**config.mk**
```make
export PLATFORM = sky130hd
export DESIGN_NAME = swfs_core
export DESIGN_NICKNAME = d
export VERILOG_FILES = /design/src/verilog/swfs_pkg.sv /design/src/verilog/swfs_sync.sv /design/src/verilog/swfs_buf.sv /design/src/verilog/swfs_core.sv
export SDC_FILE = /design/constraint.sdc
export NUM_CORES = 1
export LEC_CHECK = 0
export BUFFER_PORTS_ARGS = -buffer_cell sky130_fd_sc_hd__buf_2
export CORE_ASPECT_RATIO = 0.75
export CORE_MARGIN = 2
export CORE_UTILIZATION = 62
export CTS_CLUSTER_DIAMETER = 150
export CTS_CLUSTER_SIZE = 20
export DETAILED_ROUTE_END_ITERATION = 12
export PLACE_DENSITY_LB_ADDON = 0.25
export SLEW_MARGIN = 30
export SYNTH_ARGS = -nofsm -noshare
export SYNTH_HDL_FRONTEND = slang
export SYNTH_HIERARCHICAL = 1
export SYNTH_SLANG_ARGS = --single-unit
```
**constraint.sdc**
```tcl
create_clock -name clock -period 3.3 [get_ports clock]
set_input_delay 0.165 -clock clock [delete_from_list [all_inputs] [get_ports clock]]
set_output_delay 0.165 -clock clock [all_outputs]
set_load 0.01 [all_outputs]
```
**src/verilog/swfs_pkg.sv**
```systemverilog
package swfs_pkg;
    // word layout of the serial frame
    localparam int WORD_W = 16;
    localparam int NUM_OUT = 12;
    localparam int NUM_HS = 4;
    localparam int NUM_LS = 8;
    localparam int WD_POS = 15;
    localparam int ADDR_MSB = 14;
    localparam int ADDR_LSB = 12;
    // register addresses carried in the word
    localparam logic [2:0] ADDR_OUT_CTRL = 3'h0;
    localparam logic [2:0] ADDR_DIRECT_EN = 3'h4;
    localparam logic [2:0] ADDR_LOGIC_FN = 3'h2;
    localparam logic [2:0] ADDR_OPEN_LOAD = 3'h1;
    localparam logic [2:0] ADDR_OVERCUR = 3'h5;
    // values after reset
    localparam logic [11:0] CFG_RST = 12'h000;
    localparam logic [15:0] WORD_RST = 16'h0000;
    // timing, clock at 125 MHz
    localparam int CLK_MHZ = 125;
    localparam int FILTER_TIME_NS = 10000;
    localparam int PEAK_TIME_US = 1000;
    localparam int FILTER_CYC = (FILTER_TIME_NS * CLK_MHZ + 999) / 1000;
    localparam int PEAK_CYC = PEAK_TIME_US * CLK_MHZ;
endpackage

```
**src/verilog/swfs_sync.sv**
```systemverilog
`timescale 1ns/10ps
`default_nettype none
module swfs_sync #(
    parameter int W = 1
) (
    input wire logic clock, // system clock
    input wire logic rstn, // async reset, active low
    input wire logic [W-1:0] d, // asynchronous levels
    output logic [W-1:0] q // synchronised levels
);
    logic [W-1:0] meta_ff;
    logic [W-1:0] q_ff;

    // two flops; the first one feeds only the second
    always_ff @(posedge clock or negedge rstn) begin
        if (!rstn) begin
            meta_ff <= '0;
            q_ff <= '0;
        end else begin
            meta_ff <= d;
            q_ff <= meta_ff;
        end
    end

    assign q = q_ff;
endmodule
`default_nettype wire

```
**src/verilog/swfs_buf.sv**
```systemverilog
`timescale 1ns/10ps
`default_nettype none
module swfs_buf #(
    parameter int W = 16,
    parameter int DEPTH = 2
) (
    input wire logic clock, // system clock
    input wire logic rstn, // async reset, active low
    input wire logic in_valid, // word offered
    output logic in_ready, // room for a word
    input wire logic [W-1:0] in_data, // word in
    output logic out_valid, // word waiting
    input wire logic out_ready, // drain takes word
    output logic [W-1:0] out_data // oldest word
);
    localparam int AW = (DEPTH > 1) ? $clog2(DEPTH) : 1;
    logic [W-1:0] mem [DEPTH];
    logic [AW-1:0] wr_ff;
    logic [AW-1:0] rd_ff;
    logic [AW:0] cnt_ff;
    logic push;
    logic pop;

    // honest flags straight from the fill count
    assign in_ready = (cnt_ff != (AW+1)'(DEPTH));
    assign out_valid = (cnt_ff != '0);
    assign push = in_valid & in_ready;
    assign pop = out_valid & out_ready;
    assign out_data = mem[rd_ff];

    // storage has no reset, only pointers and fill count do
    always_ff @(posedge clock) begin
        if (push) begin
            mem[wr_ff] <= in_data;
        end
    end

    // pointer wrap at the chosen depth
    always_ff @(posedge clock or negedge rstn) begin
        if (!rstn) begin
            wr_ff <= '0;
            rd_ff <= '0;
            cnt_ff <= '0;
        end else begin
            if (push) begin
                wr_ff <= (wr_ff == AW'(DEPTH - 1)) ? '0 : wr_ff + 1'b1;
            end
            if (pop) begin
                rd_ff <= (rd_ff == AW'(DEPTH - 1)) ? '0 : rd_ff + 1'b1;
            end
            cnt_ff <= cnt_ff + (AW+1)'(push) - (AW+1)'(pop);
        end
    end
endmodule
`default_nettype wire

```
**src/verilog/swfs_core.sv**
```systemverilog
// Summary of operation
// - overtemperature and open load per output; overvoltage global; overcurrent low side
// - faults latch a one in status; cleared at chip-select rise once gone
// - low-side filter qualifies overcurrent when on, open load when off
// - fault flag low on any fault; live for overvoltage, high-side faults
// - low-side faults latch fault flag until command toggles or reset
// - overtemperature checked only while on; shuts only that output
// - overheated low side stays off until commanded off after cooling
// - overheated high side restarts by itself after cooling
// - overvoltage forces all outputs off and sets all twelve status bits
// - open load checked while off; high side enabled by 0, low by 1
// - high-side open load clearable when gone or output commanded on
// - reset enables high-side open load detection, disables low side
// - low-side overcurrent bit picks shutdown-and-report or plain limiting
// - shutdown mode: overcurrent past filter switches off and latches
// - overcurrent shutdown retried only by commanding off then on
// - limit mode: output stays on, no overcurrent report
// - limit bit 0: peak limit from switch-on until peak timer ends
// - limit bit 1: sustain limit only, no peak interval
// - 16-bit words msb first; input on falling, output on rising
// - chip select high: clock and input ignored, output released
// - output control word: 1 turns on, 0 turns off
// - readout: 1 per faulted output, three direct-input echo bits
// - status loaded at chip-select fall; word applied at its rise
// - frames not a multiple of 16 bits are discarded
// - bit 15 watchdog, bits 14..12 address, 11..0 per-output data
`timescale 1ns/10ps
`default_nettype none
module swfs_core #(
    parameter int CNT_W = 17,
    parameter int FILTER_CYC = swfs_pkg::FILTER_CYC,
    parameter int PEAK_CYC = swfs_pkg::PEAK_CYC
) (
    input wire logic clock, // 125 MHz system clock
    input wire logic rstn, // async reset, active low
    input wire logic cs_n, // serial chip select
    input wire logic sclk, // serial clock from host
    input wire logic si, // serial data in
    output logic so, // serial data out
    output logic so_oe_n, // low while so is driven
    input wire logic [3:0] highside_direct_in, // direct high-side inputs
    input wire logic lowside_direct_in, // shared low-side input
    input wire logic ov_sense, // supply overvoltage
    input wire logic [11:0] ot_sense, // overtemperature per output
    input wire logic [11:0] ol_sense, // open load per output
    input wire logic [7:0] oc_sense, // low-side drain over threshold
    output logic [3:0] high_side_outputs, // high-side gate drive
    output logic [7:0] low_side_outputs, // low-side gate drive
    output logic [3:0] hs_peak_limit, // 1: peak limit, 0: sustain
    output logic fault_flag_n // fault flag, active low
);
    localparam int NS = 41;
    logic [NS-1:0] raw;
    logic [NS-1:0] syn;
    logic cs_q, cs_sel_q, sclk_q, si_q, ls_in, ov;
    logic [3:0] hs_in;
    logic [11:0] ot, ol;
    logic [7:0] oc;

    // every pin passes two flops before use; chip select goes in inverted
    // so the zero reset of the flops reads as deselected, no false edge
    assign raw = {~cs_n, sclk, si, highside_direct_in, lowside_direct_in,
                  ov_sense, ot_sense, ol_sense, oc_sense};
    swfs_sync #(.W(NS)) u_sync (
        .clock(clock),
        .rstn(rstn),
        .d(raw),
        .q(syn)
    );
    assign {cs_sel_q, sclk_q, si_q, hs_in, ls_in, ov, ot, ol, oc} = syn;
    assign cs_q = ~cs_sel_q;

    // serial front end state
    logic cs_d_ff, sclk_d_ff;
    logic [15:0] sh_ff;
    logic [3:0] bit_cnt_ff;
    logic got_bit_ff;
    logic so_ff, so_oe_n_ff;
    logic cs_fall, cs_rise, sclk_fall, sclk_rise;
    logic frame_ok;

    // serial clock edges seen only while selected
    assign cs_fall = cs_d_ff & ~cs_q;
    assign cs_rise = ~cs_d_ff & cs_q;
    assign sclk_fall = ~cs_q & sclk_d_ff & ~sclk_q;
    assign sclk_rise = ~cs_q & ~sclk_d_ff & sclk_q;
    assign frame_ok = cs_rise & got_bit_ff & (bit_cnt_ff == 4'h0);

    // delayed copies for edge finding
    always_ff @(posedge clock or negedge rstn) begin
        if (!rstn) begin
            cs_d_ff <= 1'b1;
            sclk_d_ff <= 1'b0;
        end else begin
            cs_d_ff <= cs_q;
            sclk_d_ff <= sclk_q;
        end
    end

    // configuration registers and command state
    logic [11:0] socr_ff, dicr_ff, lfcr_ff, olcfg_ff, occfg_ff;
    logic wd_ff;
    logic [11:0] status_ff;
    logic [2:0] echo;

    // echo group picked by the last watchdog bit
    assign echo = wd_ff ? {hs_in[3], hs_in[2], ls_in} :
                          {ls_in, hs_in[1], hs_in[0]};

    // one shift register serves both directions, so daisy chains work
    always_ff @(posedge clock or negedge rstn) begin
        if (!rstn) begin
            sh_ff <= swfs_pkg::WORD_RST;
            bit_cnt_ff <= 4'h0;
            got_bit_ff <= 1'b0;
        end else if (cs_fall) begin
            sh_ff <= {wd_ff, echo, status_ff};
            bit_cnt_ff <= 4'h0;
            got_bit_ff <= 1'b0;
        end else if (sclk_fall) begin
            sh_ff <= {sh_ff[14:0], si_q};
            bit_cnt_ff <= bit_cnt_ff + 4'h1;
            got_bit_ff <= 1'b1;
        end
    end

    // output bit loads at chip-select fall, then moves on rising edges; held low while deselected
    always_ff @(posedge clock or negedge rstn) begin
        if (!rstn) begin
            so_ff <= 1'b0;
            so_oe_n_ff <= 1'b1;
        end else begin
            so_oe_n_ff <= cs_q;
            if (cs_fall) begin
                so_ff <= wd_ff;
            end else if (sclk_rise) begin
                so_ff <= sh_ff[15];
            end else if (cs_q) begin
                so_ff <= 1'b0;
            end
        end
    end
    assign so = so_ff;
    assign so_oe_n = so_oe_n_ff;

    // received words wait here until chip select is idle
    logic buf_in_ready, buf_out_valid, buf_pop;
    logic [15:0] word;
    assign buf_pop = buf_out_valid & cs_q;
    swfs_buf #(.W(swfs_pkg::WORD_W), .DEPTH(2)) u_buf (
        .clock(clock),
        .rstn(rstn),
        .in_valid(frame_ok),
        .in_ready(buf_in_ready),
        .in_data(sh_ff),
        .out_valid(buf_out_valid),
        .out_ready(buf_pop),
        .out_data(word)
    );

    // word is decoded by address on the way out of the buffer
    always_ff @(posedge clock or negedge rstn) begin
        if (!rstn) begin
            socr_ff <= swfs_pkg::CFG_RST;
            dicr_ff <= swfs_pkg::CFG_RST;
            lfcr_ff <= swfs_pkg::CFG_RST;
            olcfg_ff <= swfs_pkg::CFG_RST;
            occfg_ff <= swfs_pkg::CFG_RST;
            wd_ff <= 1'b0;
        end else if (buf_pop) begin
            wd_ff <= word[swfs_pkg::WD_POS];
            unique case (word[swfs_pkg::ADDR_MSB:swfs_pkg::ADDR_LSB])
                swfs_pkg::ADDR_OUT_CTRL: socr_ff <= word[11:0];
                swfs_pkg::ADDR_DIRECT_EN: dicr_ff <= word[11:0];
                swfs_pkg::ADDR_LOGIC_FN: lfcr_ff <= word[11:0];
                swfs_pkg::ADDR_OPEN_LOAD: olcfg_ff <= word[11:0];
                swfs_pkg::ADDR_OVERCUR: occfg_ff <= word[11:0];
                default: ;
            endcase
        end
    end

    // commanded state: serial bit alone, or and/or with direct pin
    logic [11:0] din, cmd;
    assign din = {{8{ls_in}}, hs_in};
    assign cmd = (dicr_ff & socr_ff)
               | (~dicr_ff & lfcr_ff & socr_ff & din)
               | (~dicr_ff & ~lfcr_ff & (socr_ff | din));

    // output and protection state
    logic [11:0] drive_ff, ot_hold_ff, cmd_prev_ff;
    logic [7:0] oc_lock_ff, ls_flag_ff;
    logic [11:0] nxt_drive, ol_en, ot_ev, ol_ev, live, set_ev;
    logic [7:0] oc_arm, ol_arm, oc_fire, ol_fire, ls_toggle;
    logic [3:0] hs_live;

    // overvoltage and locks override the command
    assign nxt_drive = cmd & ~{12{ov}} & ~ot_hold_ff
                     & ~{oc_lock_ff, 4'h0};
    assign ol_en = {olcfg_ff[11:4], ~olcfg_ff[3:0]} & ~drive_ff;
    assign ot_ev = ot & drive_ff;
    assign oc_arm = oc & drive_ff[11:4] & occfg_ff[11:4];
    assign ol_arm = ol[11:4] & ol_en[11:4];
    assign ls_toggle = cmd[11:4] ^ cmd_prev_ff[11:4];

    // drive and thermal hold
    always_ff @(posedge clock or negedge rstn) begin
        if (!rstn) begin
            drive_ff <= 12'h000;
            ot_hold_ff <= 12'h000;
            cmd_prev_ff <= 12'h000;
        end else begin
            drive_ff <= nxt_drive;
            cmd_prev_ff <= cmd;
            // high side: release when cool, so it restarts itself
            ot_hold_ff[3:0] <= ot_ev[3:0]
                             | (ot_hold_ff[3:0] & ot[3:0]);
            // low side: release needs cool and an off command
            ot_hold_ff[11:4] <= ot_ev[11:4]
                              | (ot_hold_ff[11:4]
                                 & (ot[11:4] | cmd[11:4]));
        end
    end

    // overcurrent lock, cleared only by an off command
    always_ff @(posedge clock or negedge rstn) begin
        if (!rstn) begin
            oc_lock_ff <= 8'h00;
        end else begin
            oc_lock_ff <= oc_fire | (oc_lock_ff & cmd[11:4]);
        end
    end

    // per low-side filter; restarts whenever the drive changes
    logic [CNT_W-1:0] filt_ff [swfs_pkg::NUM_LS];
    for (genvar g = 0; g < swfs_pkg::NUM_LS; g++) begin : g_filt
        logic qual;
        logic hit;
        assign qual = (oc_arm[g] | ol_arm[g])
                    & ~(drive_ff[g+4] ^ nxt_drive[g+4]);
        assign hit = qual & (filt_ff[g] == CNT_W'(FILTER_CYC - 1));
        assign oc_fire[g] = hit & oc_arm[g];
        assign ol_fire[g] = hit & ol_arm[g];
        always_ff @(posedge clock or negedge rstn) begin
            if (!rstn) begin
                filt_ff[g] <= '0;
            end else if (!qual) begin
                filt_ff[g] <= '0;
            end else if (filt_ff[g] != CNT_W'(FILTER_CYC)) begin
                filt_ff[g] <= filt_ff[g] + 1'b1;
            end
        end
    end

    // peak current interval per high side
    logic [CNT_W-1:0] peak_cnt_ff [swfs_pkg::NUM_HS];
    logic [3:0] peak_ff;
    for (genvar h = 0; h < swfs_pkg::NUM_HS; h++) begin : g_peak
        always_ff @(posedge clock or negedge rstn) begin
            if (!rstn) begin
                peak_cnt_ff[h] <= '0;
                peak_ff[h] <= 1'b0;
            end else if (!nxt_drive[h]) begin
                peak_cnt_ff[h] <= '0;
                peak_ff[h] <= 1'b0;
            end else if (!drive_ff[h]) begin
                // switch-on: bit 0 starts peak, bit 1 skips it
                peak_cnt_ff[h] <= CNT_W'(PEAK_CYC - 1);
                peak_ff[h] <= ~occfg_ff[h];
            end else if (peak_cnt_ff[h] != '0) begin
                peak_cnt_ff[h] <= peak_cnt_ff[h] - 1'b1;
            end else begin
                peak_ff[h] <= 1'b0;
            end
        end
    end

    // fault events and conditions still present
    assign ol_ev = {ol_fire, ol[3:0] & ol_en[3:0]};
    assign set_ev = ot_ev | ol_ev | {oc_fire, 4'h0}
                  | {12{ov}};
    assign hs_live = (ol[3:0] & ol_en[3:0] & ~cmd[3:0])
                   | (ot[3:0] & ot_hold_ff[3:0]);
    assign live = {ot[11:4] & ot_hold_ff[11:4], 4'h0}
                | {ol_arm, hs_live}
                | {oc_arm & oc_lock_ff, 4'h0}
                | {12{ov}};

    // status: event beats the chip-select clear
    always_ff @(posedge clock or negedge rstn) begin
        if (!rstn) begin
            status_ff <= 12'h000;
        end else if (cs_rise) begin
            status_ff <= (status_ff & live) | set_ev;
        end else begin
            status_ff <= status_ff | set_ev;
        end
    end

    // low-side flag latch, released by a command toggle
    always_ff @(posedge clock or negedge rstn) begin
        if (!rstn) begin
            ls_flag_ff <= 8'h00;
        end else begin
            ls_flag_ff <= (ls_flag_ff & ~ls_toggle)
                        | ot_ev[11:4] | ol_fire | oc_fire;
        end
    end

    // registered pin outputs
    always_ff @(posedge clock or negedge rstn) begin
        if (!rstn) begin
            fault_flag_n <= 1'b1;
        end else begin
            fault_flag_n <= ~(ov | (|hs_live) | (|ls_flag_ff));
        end
    end
    assign high_side_outputs = drive_ff[3:0];
    assign low_side_outputs = drive_ff[11:4];
    assign hs_peak_limit = peak_ff;

    // buffer ready keeps its drain honest; unused in steady state
    logic unused_ready;
    assign unused_ready = buf_in_ready;
endmodule
`default_nettype wire

```
Word-level counts from Yosys, hierarchy flattened
Memories as Yosys holds them, arrays and structs flattened.
Cells that the tools add are included.
{ "word_totals": {"ramBits": 32, "mem_count": 1, "word_cells": 297, "register_bits": 444, "out_inout_bits": 19, "input_bits": 43} }
{ "op_classes": {"n_eq_ne": 38, "add_sub_neg": 17, "bitwise": 131, "mux": 55, "reduce_logical": 15} }
{ "mem_list": {"columns": ["name", "words", "word_bits", "read_ports", "rd_clocked_by_memory_dff", "write_ports", "line", "rtl"], "rows": [
  ["u_buf.mem", 2, 16, 1, 0, 1, "swfs_buf.sv:17", "logic [W-1:0] mem [DEPTH];"]
]} }
{ "ops": {"columns": ["op", "count"], "rows": [
  ["two-way mux 17 bit", 28],
  ["bitwise AND 12 bit", 12],
  ["adder 17 x 1 -> 17 bit (second input constant)", 8],
  ["== test 17 x 11 -> 1 bit (second input constant)", 8],
  ["inequality test 17 x 11 -> 1 bit (second input constant)", 8],
  ["bitwise OR 12 bit", 11],
  ["NOT 12 bit", 6],
  ["nonzero test 17 bit", 4],
  ["subtractor 17 x 1 -> 17 bit (second input constant)", 4],
  ["bitwise AND 8 bit", 8],
  ["bitwise OR 8 bit", 6],
  ["bitwise AND 1 bit", 43],
  ["two-way mux 16 bit", 2],
  ["two-way mux 1 bit", 21],
  ["NOT 1 bit", 18],
  ["inequality test 2 x 1 -> 1 bit (second input constant)", 8],
  ["inequality test 3 bit (second input constant)", 5],
  ["bitwise AND 4 bit", 3],
  ["two-way mux 12 bit", 1],
  ["inequality test 3 x 2 -> 1 bit (second input constant)", 4],
  ["bitwise OR 1 bit", 10],
  ["AND reduction 2 bit", 5],
  ["two-way mux 4 bit", 2],
  ["NOT 4 bit", 2],
  ["other kinds (18)", 29]
]} }

Depth between registers and ports, before layout
{ "depth": {"ltp_word": 19, "depth_mapped": 9, "ltp_nobuf": 9} }

By module
Netlist, hierarchy kept.
{ "modules_own_cells": {"columns": ["module", "seq_area_each_um2", "area_each_um2", "instances", "cells_per_inst"], "rows": [
  ["swfs_core", 8861.0, 17111.4, 1, 1692],
  ["swfs_sync", 2052.0, 2052.0, 1, 82],
  ["swfs_buf", 1061.0, 1376.3, 1, 72]
]} }

Worst setup path before layout
OpenSTA, ideal clock, no wires.
{ "synth_timing": {"kind": "register -> register", "from": "register, netlist name so_oe_n", "to": "memory u_buf.mem[0][0], enable pin", "period_less_slack_ns": 2.469, "required_ns": 2.912, "setup_ns": 0.388, "path_stages_with_launch": 6, "setup_slack_ns": 0.831, "arrival_ns": 2.080, "n_path_buf": 2, "cell_sequence": "dfstp_2 > clkbuf_1 > clkbuf_1 > nor3_1 > nand2_1 > nor2_1"} }
{ "synth_lines": {"columns": ["element", "line"], "rows": [
  ["end, declared", "swfs_buf.sv:17"]
]} }

Worst setup path in the final report
{ "layout_timing": {"from": "register peak_cnt_ff[51] in the netlist's numbering", "to": "register peak_cnt_ff[52] in the netlist's numbering"} }
{ "layout_between": {"elab_chain_len": 4, "word_cells_on_any_way": 6, "classes_between": "1 x add/sub; 1 x eq/ne; 3 x mux; 1 x reduce/logical"} }
{ "layout_lines": {"columns": ["element", "line", "rtl"], "rows": [
  ["start, declared", "swfs_core.sv:256", "logic [CNT_W-1:0] peak_cnt_ff [swfs_pkg::NUM_HS];"],
  ["start signal, assigned by index", "swfs_core.sv:268", "peak_cnt_ff[h] <= CNT_W'(PEAK_CYC - 1);"],
  ["start signal, assigned by index", "swfs_core.sv:271", "peak_cnt_ff[h] <= peak_cnt_ff[h] - 1'b1;"],
  ["subtractor 17 x 1 -> 17 bit", "swfs_core.sv:271", null],
  ["two-way mux 17 bit", "swfs_core.sv:270", "end else if (peak_cnt_ff[h] != '0) begin"],
  ["two-way mux 17 bit", "swfs_core.sv:266", "end else if (!drive_ff[h]) begin"],
  ["two-way mux 17 bit", "swfs_core.sv:263", "end else if (!nxt_drive[h]) begin"]
]} }
Several ways; a longest one is shown, not always the timed one. The select of a mux whose other input is x is not followed.
A chain may end at the register's enable or synchronous reset.

==> impl_metrics.env <==
export IMPL_detail_route_drc_violations=0
export IMPL_cp_slowest_stage_delay_ps=590
export IMPL_power_total_mw=15.9
export IMPL_crit_path_cell_trace="inv_1 > ha_1 > or4b_4 > or3_1 > nor2_4 > mux2_2 > a21oi_1"
export IMPL_count_of_instances_resized_after_the_clock_tree_is_built=0
export IMPL_first_global_vias=13375
export IMPL_post_route_util_pct=69.3
export IMPL_numPortBuffers=61
export IMPL_worst_path_dominant_cell_family="simple AND/OR/NAND/NOR gates"
export IMPL_rsz0062_at_grt="false"
export IMPL_dieArea_um2=34600
export IMPL_synthesis_instances=1846
export IMPL_most_area_hungry_cell_type_in_the_yosys_netlist="sky130_fd_sc_hd__dfrtp_1"
export IMPL_synth_seq_area_share_pct=58.3
export IMPL_share_seq_of_total_power_pct=48.4
export IMPL_ir_drop_v=0.000462
export IMPL_grt_pass1_wl_mm=67.8
export IMPL_boundaryPins=62
export IMPL_gr_usage_all_layers_pct=23.9
export IMPL_slew_viol_final=0
export IMPL_drv_max_cap_violation_count=0
export IMPL_synth_cell_type_count=72
export IMPL_synth_cell_area_um2=20500
export IMPL_num_nets_final=2024
export IMPL_total_non_filler_cell_area_in_the_finished_layout_um2=22500
export IMPL_power_per_cell_area_nw_per_um2=705
export IMPL_n_antenna_cell=0
export IMPL_timing_hold_worst_class="primary input to async pin"
export IMPL_finalHoldViolCount=0
export IMPL_run_status="complete, no violations"
export IMPL_antenna_found_initial=0
export IMPL_post_route_cells_drive_above_1_share_pct=11.6
export IMPL_setup_viol_count_final=0
export IMPL_critical_path_top_delay_cell="sky130_fd_sc_hd__or3_1"
export IMPL_grt_max_degree=91
export IMPL_detailedPlacementHpwl_mm=26.8
export IMPL_internal_power_mw=10.5
export IMPL_die_width_um=214
export IMPL_cp_end_kind="flop"
export IMPL_cts_max_level=1
export IMPL_synth_enable_flop_cells=32
export IMPL_number_of_detailed_routing_iterations_run_before_antenna_repair=6
export IMPL_achievable_frequency_mhz=387
export IMPL_ys_flop_type="sky130_fd_sc_hd__dfrtp_1"
export IMPL_required_ps=3790
export IMPL_clock_tree_root_cell="sky130_fd_sc_hd__clkbuf_16"
export IMPL_globalRouteOverflowTotal=0
export IMPL_ant_nets=0
export IMPL_final_standard_cell_count_with_taps_included_and_fillers_excluded=2399
export IMPL_fin_crit_ps=2580
export IMPL_share_clk_of_total_power_pct=20.7
export IMPL_postSynthAreaPerCell_um2=11.1
export IMPL_timing_critical_path_from_type="flop"
export IMPL_criticalPathCategory="flop to flop"
export IMPL_maxSlewHeadroom_pct=32.1
export IMPL_floorplan_rows=57
export IMPL_synth_common_cells="sky130_fd_sc_hd__dfrtp_1 (438), sky130_fd_sc_hd__nor2_1 (252), sky130_fd_sc_hd__nand2_1 (152), sky130_fd_sc_hd__xor2_1 (93), sky130_fd_sc_hd__xnor2_1 (89)"
export IMPL_crit_fanout=10
export IMPL_power_leakage_nw=9.67
export IMPL_post_synth_top_area_fraction_pct=53.4
export IMPL_syn2layout_area_growth_pct=9.78
export IMPL_path_buf_inv=1
export IMPL_clock_latency_ps=570
export IMPL_routed_wirelength_mm=40.2
export IMPL_synth_async_reset_ratio_pct=93.2
export IMPL_initial_utilization_pct=63.2
export IMPL_tightest_slew_ps=1010
export IMPL_critical_path_arrival_ps=3080
export IMPL_buffers_inserted_during_post_cts_setup_optimization=0
export IMPL_yosys_register_bits=472
export IMPL_routed_wire_length_per_instance_um=16.7
export IMPL_cts_sinks=472
export IMPL_synth_area_leaders="sky130_fd_sc_hd__dfrtp_1 (53%), sky130_fd_sc_hd__edfxtp_1 (4.7%), sky130_fd_sc_hd__nor2_1 (4.6%)"
export IMPL_detailroute_via_count=13654
export IMPL_synthesis_yosys_warnings=6
export IMPL_clk_path_buf_depth=3
export IMPL_post_route_fraction_of_the_period_consumed_by_the_critical_path_pct=78.2
export IMPL_y_dimension_of_the_die_um=162
export IMPL_tritoncts_clock_tree="done"
export IMPL_cts_reportedPaths_clkPinSlew_ps=80
export IMPL_clock_skew_ps=24.9
export IMPL_power_net_switching_mw=5.39
export IMPL_post_place_cells=2321
export IMPL_fp_coreArea_um2=32500
export IMPL_place_congestion=0.857
export IMPL_power_share_switching_pct=33.9
export IMPL_dpl_cell_area_um2=21400
export IMPL_detail_route_iter0_violations=1096
export IMPL_totalNegativeSetupSlack_ps=0
export IMPL_comb_power_share_pct=30.9
export IMPL_yosysMostFrequentCell="sky130_fd_sc_hd__dfrtp_1"
export IMPL_cts_hold_repair_buffers=42
export IMPL_synth_fp_nets=1920
export IMPL_drt_vias_per_instance=5.69
export IMPL_cts_made_buffers=27
## cell usage in the layout, fill, tap and decap left out, drive strengths merged, types with 35 or more instances in the layout
cell         count
dlygate4sd3     42
clkbuf          35
nand3           66
nor2           256
dfrtp          438
mux2            79
a21oi           82
xor2            93
nand2          152
xnor2           89
nor3            46
inv             52
o21ai           47
buf             86
nand4           38
## power by group through the flow
stage	Sequential, mW	Clock, mW	Combinational [mW]
after floorplan	7.47	0	4.02
after global placement	7.74	0	4.67
after detailed placement	7.80	0	4.84
after CTS	7.69	3.39	4.94
after global routing	7.85	3.60	5.51
final	7.70	3.28	4.92
## cell families (layout without fill, tap and decap cells)
| family | Yosys count | after routing | share of synthesized area (%) |
|---|---|---|---|
| flip-flops | 472 | 472 | 58.3 |
| AND/OR/NAND/NOR | 737 | 737 | 17.9 |
| AO/OA/AOI/OAI | 235 | 235 | 7.51 |
| XOR/XNOR | 182 | 182 | 7.76 |
| buffers and inverters | 104 | 215 | 2.07 |
| multiplexers | 85 | 85 | 4.62 |
| adder cells (fa/ha/maj) | 31 | 31 | 1.89 |
## sequential cells by signal (all words and copies together) (netlist names), 16 cells and up
| name | count |
|---|---|
| filt_ff | 136 |
| sh_ff | 16 |
| peak_cnt_ff | 68 |
| u_sync/meta_ff | 41 |
| u_buf/mem | 32 |
| u_sync/q | 41 |
## final timing paths
kind	depth (start not counted)	end	slack, ps	from
worst max-delay path	7	peak_cnt_ff[52]	720	peak_cnt_ff[51]
worst min-delay path	2	peak_cnt_ff[29]	210	rstn
worst max register to register	7	peak_cnt_ff[52]	720	peak_cnt_ff[51]
worst min register to register	0	u_sync/q[29]	350	u_sync/meta_ff[29]
max in group asynchronous	3	fault_flag_n	2160	rstn
min in group clock	2	u_sync/meta_ff[9]	230	ol_sense[1]
## layer usage
metal	GRT usage, %	wire length (µm)	share of wire [%]	up-vias
li1	-	-	-	6623
met1	35.7	19300	48	6684
met2	37.7	18200	45	294
met3	3.56	1880	4.7	53
met4	5.24	841	2.1	0
met5	0	0	0	-
## through the flow
step,hold WS [ps],setup slack [ps]
floorplan,-131,831
global placement,237,818
detailed placement,239,763
CTS,201,723
global route,221,615
finish,209,719
## area by class of cell
| type | instances | area [µm²] |
|---|---|---|
| fillers | 2361 | 9970 |
| clock inverters | 1 | 8.76 |
| flip-flops and latches | 472 | 12000 |
| multi-input cells | 1270 | 8140 |
| well taps | 442 | 553 |
| inverters | 51 | 191 |
| clock buffers | 35 | 706 |
| repair buffers | 128 | 973 |
Note: power is estimated with default switching activity, not from simulation.
